### src/logic/cxs_defs.svh
// Purpose: named constants of the comm extended setup register bank
// Assumes: word addressing on the register bus, 16-bit setup words
// Notes:   definitions only
`ifndef CXS_DEFS_SVH
`define CXS_DEFS_SVH

// ---------------------------------------------------------------
// register word indices (byte address is four times the index)
// ---------------------------------------------------------------
`define CXS_IDX_SETUP_TWO   3'h0
`define CXS_IDX_SETUP_THREE 3'h1
`define CXS_IDX_RSVD_39     3'h2
`define CXS_IDX_ALIAS_HIGH  3'h3
`define CXS_IDX_ALIAS_SEL   3'h4
`define CXS_IDX_STATUS      3'h5

// ---------------------------------------------------------------
// reset values and the alias high limit
// ---------------------------------------------------------------
`define CXS_RST_SETUP_TWO   16'h0000
`define CXS_RST_SETUP_THREE 16'h3010
`define CXS_RST_ALIAS_HIGH  16'h0000
`define CXS_RST_ALIAS_SEL   2'h0
`define CXS_ALIAS_HIGH_MAX  16'h00FF

// ---------------------------------------------------------------
// field positions
// ---------------------------------------------------------------
`define CXS_BIT_DEV_RAW     14
`define CXS_BIT_OUT_INIT    0
`define CXS_BIT_LATCH_SPLIT 5
`define CXS_BIT_TQ_KEEP     7
`define CXS_BIT_FOLLOW_EXCL 11

// ---------------------------------------------------------------
// link state machine codes
// ---------------------------------------------------------------
`define CXS_ESM_PREOP       4'h2

`endif

### src/logic/cxs_pkg.sv
// Purpose: shared types of the comm extended setup register bank
// Assumes: nothing beyond the constants header
// Notes:   alias source codes follow the selection parameter values
package cxs_pkg;
  typedef logic [15:0] cxs_word_t;
  typedef logic signed [31:0] cxs_pos_t;
  typedef enum logic [1:0] {
    CXS_SRC_SWITCH = 2'h0,
    CXS_SRC_SII    = 2'h1,
    CXS_SRC_MAKER  = 2'h2
  } cxs_alias_src_t;
endpackage

### src/logic/cxs_cfg_if.sv
// Purpose: carries setup fields and drive inputs to the apply logic
// Assumes: one clock domain, all signals combinational here
// Notes:   results flow back to the register bank, which registers them
interface cxs_cfg_if;
  import cxs_pkg::*;
  cxs_word_t      setup_two;
  cxs_word_t      setup_three;
  cxs_word_t      alias_high;
  cxs_alias_src_t alias_sel;
  cxs_pos_t       cmd_filt;
  cxs_pos_t       cmd_raw;
  cxs_pos_t       act_pos;
  cxs_word_t      rise_time;
  cxs_word_t      fall_time;
  cxs_word_t      tq_set;
  logic           servo_off;
  logic           torque_lim;
  logic           speed_lim;
  logic           cst_mode;
  logic           follow_base;
  logic [7:0]     rot_sw;
  cxs_word_t      sii_alias;
  logic           out_cmd;
  logic           out_now;
  logic           shut_active;
  cxs_pos_t       deviation;
  cxs_word_t      rise_corr;
  cxs_word_t      fall_corr;
  cxs_word_t      tq_internal;
  logic           follows;
  cxs_word_t      alias_word;
  logic           out_next;

  modport bank (output setup_two, setup_three, alias_high, alias_sel, cmd_filt, cmd_raw,
                act_pos, rise_time, fall_time, tq_set, servo_off, torque_lim, speed_lim,
                cst_mode, follow_base, rot_sw, sii_alias, out_cmd, out_now, shut_active,
                input deviation, rise_corr, fall_corr, tq_internal, follows, alias_word,
                out_next);
  modport apply (input setup_two, setup_three, alias_high, alias_sel, cmd_filt, cmd_raw,
                 act_pos, rise_time, fall_time, tq_set, servo_off, torque_lim, speed_lim,
                 cst_mode, follow_base, rot_sw, sii_alias, out_cmd, out_now, shut_active,
                 output deviation, rise_corr, fall_corr, tq_internal, follows, alias_word,
                 out_next);
endinterface

### src/logic/cxs_apply.sv
// Purpose: turns the setup fields into drive-side effects
// Assumes: all inputs stable within the cycle, bank registers results
// Notes:   purely combinational
`include "cxs_defs.svh"

module cxs_apply
  import cxs_pkg::*;
(
  // configuration and results
  cxs_cfg_if.apply p
);

  // ---------------------------------------------------------------
  // field decode
  // ---------------------------------------------------------------
  wire use_raw     = p.setup_two[`CXS_BIT_DEV_RAW];
  wire out_init    = p.setup_three[`CXS_BIT_OUT_INIT];
  wire latch_split = p.setup_three[`CXS_BIT_LATCH_SPLIT];
  wire tq_keep     = p.setup_three[`CXS_BIT_TQ_KEEP];
  wire follow_excl = p.setup_three[`CXS_BIT_FOLLOW_EXCL];

  // deviation source: filtered or unfiltered command
  assign p.deviation = (use_raw ? p.cmd_raw : p.cmd_filt) - p.act_pos;

  // shut-down either freezes the output or forces the zero command
  assign p.out_next = p.shut_active ? (out_init ? 1'b0 : p.out_now)
                                    : p.out_cmd;

  // falling edges share the rising time unless split
  assign p.rise_corr = p.rise_time;
  assign p.fall_corr = latch_split ? p.fall_time : p.rise_time;

  // while servo off the offset is cleared unless kept updated
  assign p.tq_internal = (p.servo_off && !tq_keep) ? 16'h0000 : p.tq_set;

  // limiting blocks the follow flag only when the bit is clear
  wire limit_hit = p.torque_lim || (p.cst_mode && p.speed_lim);
  assign p.follows = p.follow_base && (follow_excl || !limit_hit);

  // switch low byte plus parameter high byte, else the eeprom value
  assign p.alias_word = (p.alias_sel == CXS_SRC_SWITCH) ? {p.alias_high[7:0], p.rot_sw}
                                                   : p.sii_alias;

endmodule

### src/logic/cxs_regs.sv
// Purpose: comm extended setup register bank with Avalon-MM slave port
// Assumes: 125 MHz sys_clk, nrst asynchronous active low
// Notes:   every access takes two cycles; unmapped reads give zero

`include "cxs_defs.svh"

module cxs_regs
  import cxs_pkg::*;
(
  // clock, reset, enable
  input  wire logic        sys_clk,
  input  wire logic        nrst,
  input  wire logic        clk_en,
  // avalon-mm slave
  input  wire logic [2:0]  avs_address,
  input  wire logic        avs_read,
  input  wire logic        avs_write,
  input  wire logic [31:0] avs_writedata,
  input  wire logic [3:0]  avs_byteenable,
  output logic      [31:0] avs_readdata,
  output logic             avs_waitrequest,
  // position path
  input  wire cxs_pos_t    cmd_filt,
  input  wire cxs_pos_t    cmd_raw,
  input  wire cxs_pos_t    act_pos,
  output cxs_pos_t         deviation,
  // general output and link
  input  wire logic        out_cmd,
  input  wire logic [3:0]  esm_state,
  input  wire logic        comm_down,
  output logic             general_output_one,
  // latch correction
  input  wire cxs_word_t   latch_rise_correction_time,
  input  wire cxs_word_t   latch_fall_correction_time,
  output cxs_word_t        rise_corr,
  output cxs_word_t        fall_corr,
  // torque offset
  input  wire cxs_word_t   tq_set,
  input  wire logic        servo_off,
  output cxs_word_t        tq_internal,
  // follow status
  input  wire logic        follow_base,
  input  wire logic        torque_lim,
  input  wire logic        speed_lim,
  input  wire logic        cst_mode,
  output logic             drive_follows,
  // station alias
  input  wire logic [7:0]  rotary_switch,
  input  wire cxs_word_t   sii_alias,
  output cxs_word_t        station_alias
);

  // ---------------------------------------------------------------
  // storage and helpers
  // ---------------------------------------------------------------
  cxs_word_t      setup_two_reg;
  cxs_word_t      setup_three_reg;
  cxs_word_t      alias_high_reg;
  cxs_alias_src_t alias_sel_reg;
  logic           wait_reg;
  logic [31:0]    rdata_reg;
  logic           past_preop_reg;
  logic           gp_out_reg;
  cxs_pos_t       dev_reg;
  cxs_word_t      rise_reg;
  cxs_word_t      fall_reg;
  cxs_word_t      tq_reg;
  logic           follow_reg;
  cxs_word_t      alias_reg;
  logic [7:0]     rot_meta_reg;
  logic [7:0]     rot_sync_reg;

  cxs_cfg_if cfg ();

  // merge write data into a 16-bit word under the two low byte lanes
  function automatic cxs_word_t merge16(input cxs_word_t old, input logic [31:0] wd,
                                        input logic [3:0] be);
    merge16 = {be[1] ? wd[15:8] : old[15:8], be[0] ? wd[7:0] : old[7:0]};
  endfunction

  // ---------------------------------------------------------------
  // rotary switch synchroniser
  // ---------------------------------------------------------------
  // the switch is a pin; only the second stage is read downstream
  always_ff @(posedge sys_clk or negedge nrst) begin
    if (!nrst) begin
      rot_meta_reg <= 8'h00;
      rot_sync_reg <= 8'h00;
    end else if (clk_en) begin
      rot_meta_reg <= rotary_switch;
      rot_sync_reg <= rot_meta_reg;
    end
  end

  // ---------------------------------------------------------------
  // bus decode
  // ---------------------------------------------------------------
  // the request is accepted at the edge where waitrequest is seen low
  wire req       = avs_read || avs_write;
  wire wr_fire   = avs_write && !wait_reg;
  wire hit_two   = avs_address == `CXS_IDX_SETUP_TWO;
  wire hit_three = avs_address == `CXS_IDX_SETUP_THREE;
  wire hit_ahigh = avs_address == `CXS_IDX_ALIAS_HIGH;
  wire hit_asel  = avs_address == `CXS_IDX_ALIAS_SEL;

  wire cxs_word_t two_next   = merge16(setup_two_reg, avs_writedata, avs_byteenable);
  wire cxs_word_t three_next = merge16(setup_three_reg, avs_writedata, avs_byteenable);
  wire cxs_word_t ahigh_new  = merge16(alias_high_reg, avs_writedata, avs_byteenable);
  // values beyond one byte are refused so the high byte stays meaningful
  wire ahigh_ok = ahigh_new <= `CXS_ALIAS_HIGH_MAX;
  // selection code 3 is not defined and is refused
  wire asel_ok  = avs_byteenable[0] && (avs_writedata[1:0] != 2'h3);

  // status word: alias in the low half, live flags above
  wire [31:0] status_word = {12'h000, follow_reg, gp_out_reg, past_preop_reg,
                             cfg.shut_active, alias_reg};

  // read mux; reserved word and unmapped addresses read zero
  wire [31:0] rd_mux =
      hit_two   ? {16'h0000, setup_two_reg}   :
      hit_three ? {16'h0000, setup_three_reg} :
      hit_ahigh ? {16'h0000, alias_high_reg}  :
      hit_asel  ? {30'h00000000, alias_sel_reg} :
      (avs_address == `CXS_IDX_STATUS) ? status_word : 32'h00000000;

  // ---------------------------------------------------------------
  // bus handshake
  // ---------------------------------------------------------------
  // one wait cycle per access; read data is captured while waiting
  always_ff @(posedge sys_clk or negedge nrst) begin
    if (!nrst) begin
      wait_reg  <= 1'b1;
      rdata_reg <= 32'h00000000;
    end else if (clk_en) begin
      wait_reg <= !(req && wait_reg);
      if (avs_read && wait_reg) begin
        rdata_reg <= rd_mux;
      end
    end
  end

  // ---------------------------------------------------------------
  // setup words
  // ---------------------------------------------------------------
  // words are stored whole, reserved bits included, as the host wrote them
  always_ff @(posedge sys_clk or negedge nrst) begin
    if (!nrst) begin
      setup_two_reg   <= `CXS_RST_SETUP_TWO;
      setup_three_reg <= `CXS_RST_SETUP_THREE;
      alias_high_reg  <= `CXS_RST_ALIAS_HIGH;
      alias_sel_reg   <= cxs_alias_src_t'(`CXS_RST_ALIAS_SEL);
    end else if (clk_en && wr_fire) begin
      if (hit_two) begin
        setup_two_reg <= two_next;
      end
      if (hit_three) begin
        setup_three_reg <= three_next;
      end
      if (hit_ahigh && ahigh_ok) begin
        alias_high_reg <= ahigh_new;
      end
      if (hit_asel && asel_ok) begin
        alias_sel_reg <= cxs_alias_src_t'(avs_writedata[1:0]);
      end
    end
  end

  // ---------------------------------------------------------------
  // link tracking
  // ---------------------------------------------------------------
  // remember that the link got past pre-operational; frozen while down
  // so a shut-down keeps the decision taken before it
  always_ff @(posedge sys_clk or negedge nrst) begin
    if (!nrst) begin
      past_preop_reg <= 1'b0;
    end else if (clk_en && !comm_down) begin
      past_preop_reg <= esm_state > `CXS_ESM_PREOP;
    end
  end

  // ---------------------------------------------------------------
  // apply logic hookup
  // ---------------------------------------------------------------
  assign cfg.setup_two   = setup_two_reg;
  assign cfg.setup_three = setup_three_reg;
  assign cfg.alias_high  = alias_high_reg;
  assign cfg.alias_sel   = alias_sel_reg;
  assign cfg.cmd_filt    = cmd_filt;
  assign cfg.cmd_raw     = cmd_raw;
  assign cfg.act_pos     = act_pos;
  assign cfg.rise_time   = latch_rise_correction_time;
  assign cfg.fall_time   = latch_fall_correction_time;
  assign cfg.tq_set      = tq_set;
  assign cfg.servo_off   = servo_off;
  assign cfg.torque_lim  = torque_lim;
  assign cfg.speed_lim   = speed_lim;
  assign cfg.cst_mode    = cst_mode;
  assign cfg.follow_base = follow_base;
  assign cfg.rot_sw      = rot_sync_reg;
  assign cfg.sii_alias   = sii_alias;
  assign cfg.out_cmd     = out_cmd;
  assign cfg.out_now     = gp_out_reg;
  assign cfg.shut_active = comm_down && past_preop_reg;

  cxs_apply u_apply (
    .p (cfg.apply)
  );

  // ---------------------------------------------------------------
  // registered results
  // ---------------------------------------------------------------
  // one cycle of latency on every result keeps outputs glitch free
  always_ff @(posedge sys_clk or negedge nrst) begin
    if (!nrst) begin
      gp_out_reg <= 1'b0;
      dev_reg    <= 32'sh00000000;
      rise_reg   <= 16'h0000;
      fall_reg   <= 16'h0000;
      tq_reg     <= 16'h0000;
      follow_reg <= 1'b0;
      alias_reg  <= 16'h0000;
    end else if (clk_en) begin
      gp_out_reg <= cfg.out_next;
      dev_reg    <= cfg.deviation;
      rise_reg   <= cfg.rise_corr;
      fall_reg   <= cfg.fall_corr;
      tq_reg     <= cfg.tq_internal;
      follow_reg <= cfg.follows;
      alias_reg  <= cfg.alias_word;
    end
  end

  // ---------------------------------------------------------------
  // outputs
  // ---------------------------------------------------------------
  assign avs_readdata       = rdata_reg;
  assign avs_waitrequest    = wait_reg;
  assign deviation          = dev_reg;
  assign general_output_one = gp_out_reg;
  assign rise_corr          = rise_reg;
  assign fall_corr          = fall_reg;
  assign tq_internal        = tq_reg;
  assign drive_follows      = follow_reg;
  assign station_alias      = alias_reg;

endmodule

### config.mk
export PLATFORM = sky130hd
export DESIGN_NAME = cxs_regs
export DESIGN_NICKNAME = d
export VERILOG_FILES = /design/src/logic/cxs_pkg.sv /design/src/logic/cxs_cfg_if.sv /design/src/logic/cxs_apply.sv /design/src/logic/cxs_regs.sv
export VERILOG_INCLUDE_DIRS = /design/src /design/src/logic
export SDC_FILE = /design/constraint.sdc
export NUM_CORES = 1
export LEC_CHECK = 0
export ABC_AREA = 1
export BUFFER_PORTS_ARGS = -buffer_cell sky130_fd_sc_hd__buf_2
export CORE_MARGIN = 2
export CORE_UTILIZATION = 56
export DETAILED_ROUTE_END_ITERATION = 10
export PLACE_DENSITY_LB_ADDON = 0.2
export RECOVER_POWER = 50
export SETUP_SLACK_MARGIN = 0.02
export SLEW_MARGIN = 20
export SYNTH_ARGS = -nofsm -noshare
export SYNTH_HDL_FRONTEND = slang
export SYNTH_SLANG_ARGS = --single-unit
### constraint.sdc
create_clock -name sys_clk -period 5.9 [get_ports sys_clk]
set_input_delay 0.295 -clock sys_clk [delete_from_list [all_inputs] [get_ports sys_clk]]
set_output_delay 0.295 -clock sys_clk [all_outputs]
set_load 0.02 [all_outputs]
=== After elaboration in Yosys (flattened, before gate mapping) ===
Index checks and enable logic that the tools add are counted.

* Bits in registers: 198
* Input port bits: 223
* Output and inout bits: 131
* Word-level logic and storage cells: 70

* Add/sub/neg operators: 1
* Order comparisons: 2
* Equality and inequality tests: 6
* Muxes and demuxes: 13
* Reduce and logical (&&, ||, !) cells: 30

{| class="wikitable"
|+ Operators with widths
! kind !! count
|-
| $mux 20 || 5
|-
| $mux 16 || 3
|-
| $mux 32 || 1
|-
| $sub 32x32->32 || 1
|-
| $le 16x8->1 const B || 1
|-
| $mux 8 || 2
|-
| $logic_and 1x1->1 || 12
|-
| $reduce_and 3->1 || 4
|-
| $reduce_and 2->1 || 4
|-
| $eq 3x3->1 const B || 2
|-
| $logic_not 1->1 || 5
|-
| $gt 4x2->1 const B || 1
|-
| $ne 2x2->1 const B || 2
|-
| $eq 3x1->1 const B || 1
|-
| $eq 3x2->1 const B || 1
|-
| $logic_not 3->1 || 1
|-
| $logic_or 1x1->1 || 3
|-
| $logic_not 2->1 || 1
|-
| $mux 1 || 2
|}

=== Depth between registers and ports, before layout ===
Gate-level depths: netlist of run 1.

* Word-level depth: 6
* Gate-level depth with buffers: 19

=== Cells and area by module ===
A second synthesis of run 1 with hierarchy kept.

* Cell total of the unflattened synthesis: 1573
* Area, all modules: 11258.3 sq um

{| class="wikitable"
|+ By module, submodules not included
! module !! instances !! cells each !! area an instance (sq um) !! sequential area each (sq um)
|-
| cxs_regs || 1 || 904 || 7682.4 || 4659.5
|-
| cxs_apply || 1 || 669 || 3575.9 || 0.0
|}

=== Least setup slack after synthesis of run 1 ===
Ideal clock, no wire load.

* Kind: flip-flop to flip-flop
* Start point: reg setup_two_reg[14] (netlist: cfg.setup_two[14])
* End point: reg dev_reg[16] (netlist: deviation[16])
* Arrival: 2.240 ns
* Required time: 5.835 ns
* Slack: 3.594 ns
* Cell stages (with the launch flop): 16
* Buffers on the path: 2
* Period minus slack after synthesis: 2.306 ns
* Path through: dfrtp_1 clkbuf_1 clkbuf_1 mux2i_1 ha_1 fa_1 inv_1 nand3_1 nand3_1 nand2_1 nand2_1 nand2_1 nand2_1 xor2_1 nand2_1 nand2_1

* Longest elaborated chain between the ends: 2

{| class="wikitable"
|+ RTL lines
! item !! RTL line !! source
|-
| start, declared || cxs_regs.sv:56 || <nowiki>cxs_word_t setup_two_reg;</nowiki>
|-
| start signal, assigned || cxs_regs.sv:148 || <nowiki>setup_two_reg <= `CXS_RST_SETUP_TWO;</nowiki>
|-
| start signal, assigned || cxs_regs.sv:154 || <nowiki>setup_two_reg <= two_next;</nowiki>
|-
| $mux 32 || cxs_apply.sv:23 || <nowiki>assign p.deviation = (use_raw ? p.cmd_raw : p.cmd_filt) - p.act_pos;</nowiki>
|-
| $sub 32x32->32 || cxs_apply.sv:23 ||
|-
| end signal, assigned || cxs_regs.sv:224 || <nowiki>dev_reg <= cfg.deviation;</nowiki>
|-
| end, declared || cxs_regs.sv:64 || <nowiki>cxs_pos_t dev_reg;</nowiki>
|}

No other way between the ends.
A chain may end at the register's enable or synchronous reset.

==> reports/results.ini, run 1 <==
[placement]
io_buffers = 323
hpwlAfterDp_um = 21600
routabilityCongestion = 0.898
place_inst = 2050

[timing]
final.setup.tns_ns = 0
finalCriticalPeriod_ns = 4.07
relSlewSlack_pct = -180
hold_viol_final = 5
rsz0062_at_grt = false
holdWs_ns = -0.0101
setup_violations = 0
drv_slew = 153
tightestPinTransition_ns = 4.20
min_period_over_period_pct = 69.0
skew_ns = 0.0123
timing.fmax_ghz = 0.246

[status]
violations = hold timing, capacitance limit, slew limit
outcome = complete, but fails checks

[global_routing]
grt_start_max_net_pins = 111
antenna_found_initial = 0
grt-ovfl-total = 0
grt_util_all_layers_pct = 28.8
grt_pass1_wl_um = 46700
first_global_vias = 9738

[synthesis]
async_flop_share_pct = 100
synth-simple-area-share_pct = 31.1
netlist.area_leader.share_pct = 42.5
synthXorXnorAreaFrac_pct = 1.14
synth_compound_area_share_pct = 9.89
synthMuxAreaShare_pct = 0.199
ys_ff_latch = 186
ys_warn_count = 0
ys_seq_area_share_pct = 43.5
synth_top_area_cell = dfrtp_1
synth_fa_ha_area_share_pct = 4.16
synth_common_cells = nand2_1 (633), inv_1 (201), dfrtp_1 (182)
synth_top_family_by_area = simple AND/OR/NAND/NOR gates
ys_types = 42
synthFlopType = dfrtp_1
avgSynthCellArea_sq_um = 6.96
synth_edf_count = 0
synthCells = 1539
syn_area_sq_um = 10700
synthTopCellsByArea = dfrtp_1 (43%), nand2_1 (22%), inv_1 (7.0%)
synth_most_common_cell = nand2_1

[drt]
ant_nets = 0
dr.pass1.iters = 5
route.met3.wl_um = 1990
drt-initial-drc-count = 757
dr.max_layer_used = met4
dr_wl_met2_um = 14400
drt-met1-wl_um = 12400
drc = 0
wl_um = 29600
routedWlPerCell_um = 14.2
vias = 10700
avgViaCountPerCell = 5.16

[critical_path]
r2r_start = cfg.setup_two[14]
ff2ff_path_depth = 13
crit_fanout = 101
cp.required_ns = 6.23
slowest_stage = clkbuf_1
crit_type = input pin to register
crit_path_start_kind = input pin
crit_path_cell_trace = clkbuf_1 > clkbuf_1 > o21ai_0 > o21ai_0
worstSetupEndpointType = register
startpoint = clk_en
cp_data_arrival_time_ns = 4.40
critPathMaxStageDelay_ns = 2.95

[power]
vdd_drop_max_v = 0.000189
p_leak_nw = 7.24
power_w = 0.00415
p_per_area_nw_per_um2 = 322

[final_layout]
fill_cells = 1648
largest_reg_flops = 32
synthToLayoutAreaGrowth_pct = 20.4
multi_input_area_sq_um = 5030
fin_cells = 2082
seqCellArea_sq_um = 4660
final_nets = 2093
drive_gt1_share_pct = 14.2
antenna_cells = 0

[cts]
cts_sinks = 186
post_cts_resized = 0
clk_path_buf_depth = 2
cts.htree.levels = 4
cts_tree = yes
cts_hold_buf = 0
cts-root-buf = clkbuf_16
numCtsBuffers = 17
clk_pin_slew_ns = 0.07
clkLatencyLatePin_ns = 0.43
post_cts_buffers = 0

[floorplan]
die_h_um = 142
rows = 50
core-area_sq_um = 18700
start_util_pct = 57.3
fp.dieW_um = 142
boundaryPins = 354
die-area_sq_um = 20200

[min_path]
hold_path.class = input pin to async pin

[flow_run]
maxCapViolations = 2

## layout by cell type (no fill, tap or decap), drive strengths merged, types with 2 or more instances in the layout
master	n
buf	207
nand4	6
a21oi	40
or2	2
dfrtp	182
nor2	119
nand2	637
o21ai	131
nand3	66
conb	12
clkbuf	141
nand3b	4
clkinv	4
o21bai	3
clkinvlp	3
bufinv	4
inv	204
o22ai	2
nor3	6
xor2	2
o2111ai	13
dfstp	4
xnor2	12
ha	34
## worst max-delay path: cells and delay by family
kind / cells / cell delay (ns)
buffers and inverters: 2 / 3.12
AO/OA/AOI/OAI: 2 / 0.89
## stage by stage
| stage | util (%) | area, sq um | hold slack (ns) | setup slack (ns) |
|---|---|---|---|---|
| finish | 68.9 | 12900 | -0.0101 | 1.83 |
| global route | 68.9 | 12900 | 0.0454 | 1.24 |
| CTS | 69.7 | 13000 | 0.0224 | 1.81 |
| detailed placement | 66.4 | 12400 | 0.453 | 1.82 |
| global placement | 66.4 | 12400 | 0.449 | 1.91 |
| floorplan | - | 10800 | -0.000591 | 3.59 |
## area by class of cell
cell class	count	share of cell area, %
clock buffer	19	3.44
clock inverter	13	1.47
inverter	202	5.89
multi-input combinational	1099	39.0
sequential	186	36.2
tap	234	2.27
timing repair buffer	329	11.8
## layer usage
| layer | vias to the layer above | global-route usage, % |
|---|---|---|
| met3 | 62 | 4.51 |
| met5 | - | 0 |
| li1 | 5347 | - |
| met4 | 0 | 10.4 |
| met1 | 4882 | 37.2 |
| met2 | 449 | 49.4 |
## logic make-up after synthesis
kind of cell	after synthesis
simple gates	841
buf+inv	265
compound gates	195
flops	186
fa+ha+maj	35
xor+xnor	14
mux	2
other cells	1
## where the power goes
part | switching, W | total, W | internal (W)
Combinational | 0.000886 | 0.00131 | 0.000429
Clock | 0.000501 | 0.00123 | 0.000725
Sequential | 0.000141 | 0.00161 | 0.00147
## worst paths after layout
check | to | slack (ns)
max in group asynchronous | cfg.setup_two[0] | 4.38
hold reg to reg | rise_corr[14] | 0.47
setup / recovery | station_alias[7] | 1.83
hold / removal | avs_readdata[9] | -0.01
min in group sys_clk | rise_corr[4] | 0.07
setup reg to reg | deviation[27] | 2.66
No activity file was read; power rests on OpenSTA's default activity.
==> inputs of run 2 (changes only) <==
--- a/config.mk
+++ b/config.mk
@@ -9,7 +9,7 @@
 export ABC_AREA = 1
 export BUFFER_PORTS_ARGS = -buffer_cell sky130_fd_sc_hd__buf_2
 export CORE_MARGIN = 2
-export CORE_UTILIZATION = 56
+export CORE_UTILIZATION = 52
 export DETAILED_ROUTE_END_ITERATION = 10
 export PLACE_DENSITY_LB_ADDON = 0.2
 export RECOVER_POWER = 50
==> constraint.sdc (replaced) <==
create_clock -name sys_clk -period 4.1 [get_ports sys_clk]
set_input_delay 0.205 -clock sys_clk [delete_from_list [all_inputs] [get_ports sys_clk]]
set_output_delay 0.205 -clock sys_clk [all_outputs]
set_load 0.02 [all_outputs]
==> reports/results.ini, run 2 (synthesis results as in run 1) <==
[placement]
hpwlAfterDp_um = 21700  ; +0.54%
io_buffers = 323  ; unchanged
routabilityCongestion = 0.899  ; +0.12%
dpl-instance-area_sq_um = 12500  ; +0.60%
post-place-ws_ns = 1.33  ; -0.487 ns

[power]
power_w = 0.00581  ; +40%
vdd_drop_max_v = 0.000224  ; +18%
p_per_area_nw_per_um2 = 438  ; +36%
p_leak_nw = 7.50  ; +3.5%

[final_layout]
synthToLayoutAreaGrowth_pct = 24.0
final_nets = 2129  ; +1.7%
final_area_sq_um = 13300  ; +3.1%
largest_reg_flops = 32  ; unchanged
final_cell_mix = nand2_1 (633), buf_2 (242), inv_1 (200)
mostFrequentLayoutCell = nand2_1
drive_gt1_share_pct = 16.3  ; +2.1 points

[global_routing]
grt_pass1_wl_um = 47400  ; +1.4%
first_global_vias = 9732  ; -0.062%
grt-ovfl-total = 0  ; unchanged
grt_util_all_layers_pct = 27.0  ; -1.8 points
grt_start_max_net_pins = 128  ; +15%
antenna_found_initial = 1  ; +1

[cts]
numCtsBuffers = 17  ; unchanged
clk_pin_slew_ns = 0.07  ; about the same
clkLatencyLatePin_ns = 0.43  ; about the same
cts_tree = yes
cts-root-buf = clkbuf_16
cts_hold_buf = 31  ; +31
cts.htree.levels = 4  ; unchanged
cts_sinks = 186  ; unchanged
post_cts_buffers = 0  ; unchanged
clk_path_buf_depth = 2  ; unchanged
post_cts_resized = 0  ; unchanged

[critical_path]
ff2ff_path_depth = 15  ; +2
crit_fanout = 43  ; -57%
crit_path_start_kind = input pin
worst_r2r_endpoint = deviation[20]
worstSetupEndpointType = async pin
cp.required_ns = 4.57  ; -1.66 ns
crit_type = input pin to async pin
cp_data_arrival_time_ns = 3.28  ; -1.12 ns
rrSetupSlack_ns = 1.38  ; -1.28 ns
r2r_start = cfg.setup_two[14]

[drt]
drt-initial-drc-count = 539  ; -29%
avgViaCountPerCell = 4.94  ; -4.1%
drc = 0  ; unchanged
wl_um = 29500  ; -0.35%
dr.pass1.iters = 5  ; unchanged
routedWlPerCell_um = 13.7  ; -3.8%
ant_nets = 0  ; unchanged
vias = 10700  ; -0.74%

[min_path]
worstHoldStart = latch_rise_correction_time[15]
hold_depth = 3
hold_path_end = rise_corr[15]
hold_path.class = input pin to register

[timing]
timing.fmax_ghz = 0.356
hold_viol_final = 0  ; -5
min_period_over_period_pct = 68.6
fin_ws_ns = 1.29  ; -0.542 ns
final.setup.tns_ns = 0  ; unchanged
skew_ns = 0.0106  ; -0.00168 ns
setup_violations = 0  ; unchanged
tightestPinTransition_ns = 2.36  ; -1.84 ns
drv_slew = 197  ; +29%
finalCriticalPeriod_ns = 2.81
relSlewSlack_pct = -57.1  ; +120 points
rsz0062_at_grt = false
holdWs_ns = 0.00747  ; +0.0176 ns

[floorplan]
fp.dieW_um = 148  ; +3.7%
start_util_pct = 52.9  ; -4.3 points
die_h_um = 148  ; +3.7%
boundaryPins = 354  ; unchanged
rows = 52  ; +4.0%
die-area_sq_um = 21800  ; +7.5%
core-area_sq_um = 20200  ; +8.2%

[flow_run]
maxCapViolations = 3  ; +1

[status]
violations = capacitance limit, slew limit
outcome = complete, but fails checks

run 2: metrics by stage:
step | util, % | cells
3_5_place_dp | 61.7 | 2090
3_3_place_gp | 61.7 | 2090
2_1_floorplan | - | 1550
5_1_grt | 65.6 | 2155
6_report | 65.7 | 2156
4_1_cts | 66.1 | 2153
run 2: critical path: stages:
cell and delay, ns:
dlygate4sd3_1 0.53, clkbuf_1 1.67, clkbuf_2 0.86
run 2: how the worst max path moves through the flow:
stage | startpoint | endpoint | slack [ns]
finish | nrst | alias_high_reg[13] | 1.29
global route | nrst | avs_readdata[16] | 0.81
CTS | cfg.setup_two[14] | deviation[28] | 1.33
detailed placement | cfg.setup_two[14] | deviation[28] | 1.33
global placement | cfg.setup_two[14] | deviation[28] | 1.39
floorplan | cfg.setup_two[14] | deviation[16] | 1.79
run 2: layer usage:
metal	share of wire (%)	up-vias	GRT usage [%]
li1	-	5409	-
met1	43	4788	35.7
met2	48	398	45.1
met3	5.9	66	3.52
met4	3.5	0	11.0
met5	0	-	0
run 2: power breakdown:
part / switching, W / leakage [nW] / total (W) / internal, W
combinational: 0.00129 / 4.95 / 0.00195 / 0.000661
sequential: 0.000178 / 2.27 / 0.00229 / 0.00211
clock: 0.000760 / 0.273 / 0.00158 / 0.000820
run 2: area by class of cell:
class | instances | area [sq um]
Tap cell | 270 | 338
Antenna cell | 2 | 5.00
Inverter | 202 | 759
Multi-Input combinational cell | 1099 | 5030
Timing Repair Buffer | 365 | 1920
Fill cell | 1913 | 6950
Clock buffer | 18 | 439
Clock inverter | 14 | 131
Sequential cell | 186 | 4660
==> inputs of run 3 (changes only) <==
--- a/config.mk
+++ b/config.mk
@@ -9,7 +9,7 @@
 export ABC_AREA = 1
 export BUFFER_PORTS_ARGS = -buffer_cell sky130_fd_sc_hd__buf_2
 export CORE_MARGIN = 2
-export CORE_UTILIZATION = 52
+export CORE_UTILIZATION = 47
 export DETAILED_ROUTE_END_ITERATION = 10
 export PLACE_DENSITY_LB_ADDON = 0.2
 export RECOVER_POWER = 50
==> constraint.sdc (replaced) <==
create_clock -name sys_clk -period 2.55 [get_ports sys_clk]
set_input_delay 0.1275 -clock sys_clk [delete_from_list [all_inputs] [get_ports sys_clk]]
set_output_delay 0.1275 -clock sys_clk [all_outputs]
set_load 0.02 [all_outputs]
==> reports/results.ini, run 3 (synthesis results as in run 1) <==
[drt]
wl_um = 31400  ; +6.3%
routedWlPerCell_um = 14.1  ; +2.7%
avgViaCountPerCell = 4.87  ; -1.5%
drc = 0  ; unchanged
vias = 10900  ; +1.9%
dr.pass1.iters = 6  ; +1
ant_nets = 0  ; unchanged
drt-initial-drc-count = 620  ; +15%

[global_routing]
grt_pass1_wl_um = 50800  ; +7.2%
grt_start_max_net_pins = 99  ; -23%
antenna_found_initial = 2  ; +1
first_global_vias = 10300  ; +5.8%
grt-ovfl-total = 0  ; unchanged
grt_util_all_layers_pct = 26.4  ; -0.58 points

[power]
comb_power_share_pct = 34.2  ; +0.7 points
p_leak_nw = 7.87  ; +5.0%
power_w = 0.00955  ; +64%
p_sw_share_pct = 37.7  ; -0.58 points
p_per_area_nw_per_um2 = 684  ; +56%
vdd_drop_max_v = 0.000446  ; +99%
seq_power_share_pct = 38.5  ; -0.8 points
p_int_w = 0.00595  ; +66%
clkPwrFrac_pct = 27.3  ; about the same
p_sw_w = 0.00360  ; +62%

[final_layout]
synthToLayoutAreaGrowth_pct = 30.4
final_nets = 2188  ; +2.8%
mostFrequentLayoutCell = nand2_1
largest_reg_flops = 32  ; unchanged
final_cell_mix = nand2_1 (631), buf_2 (274), inv_1 (199)
drive_gt1_share_pct = 18.0  ; +1.7 points

[critical_path]
rrSetupSlack_ns = 0.21  ; -1.17 ns
cp_common_cell = nand2_1
worstSetupEndpointType = register
cp_data_arrival_time_ns = 2.66  ; -0.62 ns
crit_fanout = 4  ; -91%
ff2ff_path_depth = 16  ; +1
crit_path_start_kind = register
crit_path_cell_trace = inv_2 > or2_2 > o21ai_0 > inv_1 > ha_1 > nand2_1 > nor2_1 > nand2_1 > nand3_1 > nand2_1 > nand2_2 > nand2_1 > nand2_1 > nand2_1 > nand3_1 > nand2_1
worst_r2r_endpoint = deviation[21]
cp.required_ns = 2.87  ; -1.70 ns
r2r_start = cfg.setup_two[14]
slowest_stage = dfrtp_2
critPathMaxStageDelay_ns = 0.41  ; -1.26 ns
crit_type = register to register

[floorplan]
rows = 55  ; +5.8%
boundaryPins = 354  ; unchanged
fp.dieW_um = 155  ; +5.0%
die_h_um = 155  ; +5.0%
die-area_sq_um = 24000  ; +10%
core-area_sq_um = 22500  ; +11%
start_util_pct = 47.6  ; -5.3 points

[cts]
cts_tree = yes
numCtsBuffers = 17  ; unchanged
post_cts_buffers = 0  ; unchanged
clk_path_buf_depth = 2  ; unchanged
cts-root-buf = clkbuf_16
clk_pin_slew_ns = 0.07  ; about the same
cts_sinks = 186  ; unchanged
cts.htree.levels = 4  ; unchanged
clkLatencyLatePin_ns = 0.43  ; about the same

[timing]
setup_violations = 0  ; unchanged
rsz0062_at_grt = false
relSlewSlack_pct = -7.00  ; +50 points
hold_viol_final = 0  ; unchanged
min_period_over_period_pct = 91.7
timing.fmax_ghz = 0.428
drv_slew = 60  ; -70%
tightestPinTransition_ns = 1.60  ; -0.751 ns
final.setup.tns_ns = 0  ; unchanged
skew_ns = 0.0119  ; +0.00121 ns
fin_ws_ns = 0.213  ; -1.08 ns
finalCriticalPeriod_ns = 2.34

[placement]
post-place-ws_ns = 0.109  ; -1.22 ns
io_buffers = 323  ; unchanged
routabilityCongestion = 0.916  ; +1.9%
hpwlAfterDp_um = 22400  ; +3.1%

[min_path]
hold_depth = 3  ; unchanged
hold_path.class = input pin to register
worstHoldStart = sii_alias[2]
hold_path_end = station_alias[2]

[status]
outcome = complete, but fails checks
violations = capacitance limit, slew limit

[flow_run]
maxCapViolations = 1  ; -2

## run 3: stage by stage
step	hold WS [ns]	util [%]	area [sq um]	std cells
final	0.0211	62.0	14000	2231
after global routing	0.0193	62.0	14000	2230
after CTS	0.00434	62.3	14000	2228
after detailed placement	0.148	56.0	12600	2111
after global placement	0.145	56.0	12600	2111
after floorplan	-0.168	-	10800	1550
## run 3: critical path: cells and delay by family, from the launching register on
family                     cells  cell delay [ns]
adders and majority gates      1             0.31
buffers and inverters          2             0.18
DFF                            1             0.41
and+or+nand+nor               12             1.17
AOI/OAI and AO/OA              1             0.15
## run 3: worst max-delay path by stage
| stage | start | to | slack [ns] |
|---|---|---|---|
| floorplan | cfg.setup_two[14] | deviation[16] | 0.24 |
| global placement | cfg.setup_two[14] | deviation[21] | 0.16 |
| detailed placement | cfg.setup_two[14] | deviation[29] | 0.11 |
| CTS | cfg.setup_two[14] | deviation[29] | 0.08 |
| global route | cfg.setup_two[14] | deviation[30] | 0.02 |
| finish | cfg.setup_two[14] | deviation[21] | 0.21 |
## run 3: area by class of cell
class                      count  area [sq um]
inverter                     202           761
tap                          285           357
clock inverter                14           136
multi-input combinational   1099          5040
antenna                        3          7.51
clock buffer                  18           439
timing repair buffer         424          2560
fill                        2132          8540
sequential                   186          4660
## run 3: routing by layer
metal	up-vias	part of all wire, %	track usage (%)
met5	-	0	0
met4	0	3.9	11.5
met3	82	5.6	4.01
met2	385	48	43.9
met1	4864	43	34.4
li1	5531	-	-
## run 3: power by group through the flow
stage / Clock [W] / Sequential (W) / Combinational [W]
after floorplan: 0 / 0.00405 / 0.00171
after global placement: 0 / 0.00371 / 0.00314
after detailed placement: 0 / 0.00371 / 0.00318
after CTS: 0.00266 / 0.00367 / 0.00330
after global routing: 0.00278 / 0.00373 / 0.00367
final: 0.00261 / 0.00368 / 0.00326
## run 3: what timing repair did
action,4_1_cts,5_1_grt
resized for setup,0,7
hold buffers,85,0
hold endpoints to repair,152,0
endpoints found under the setup margin,0,18
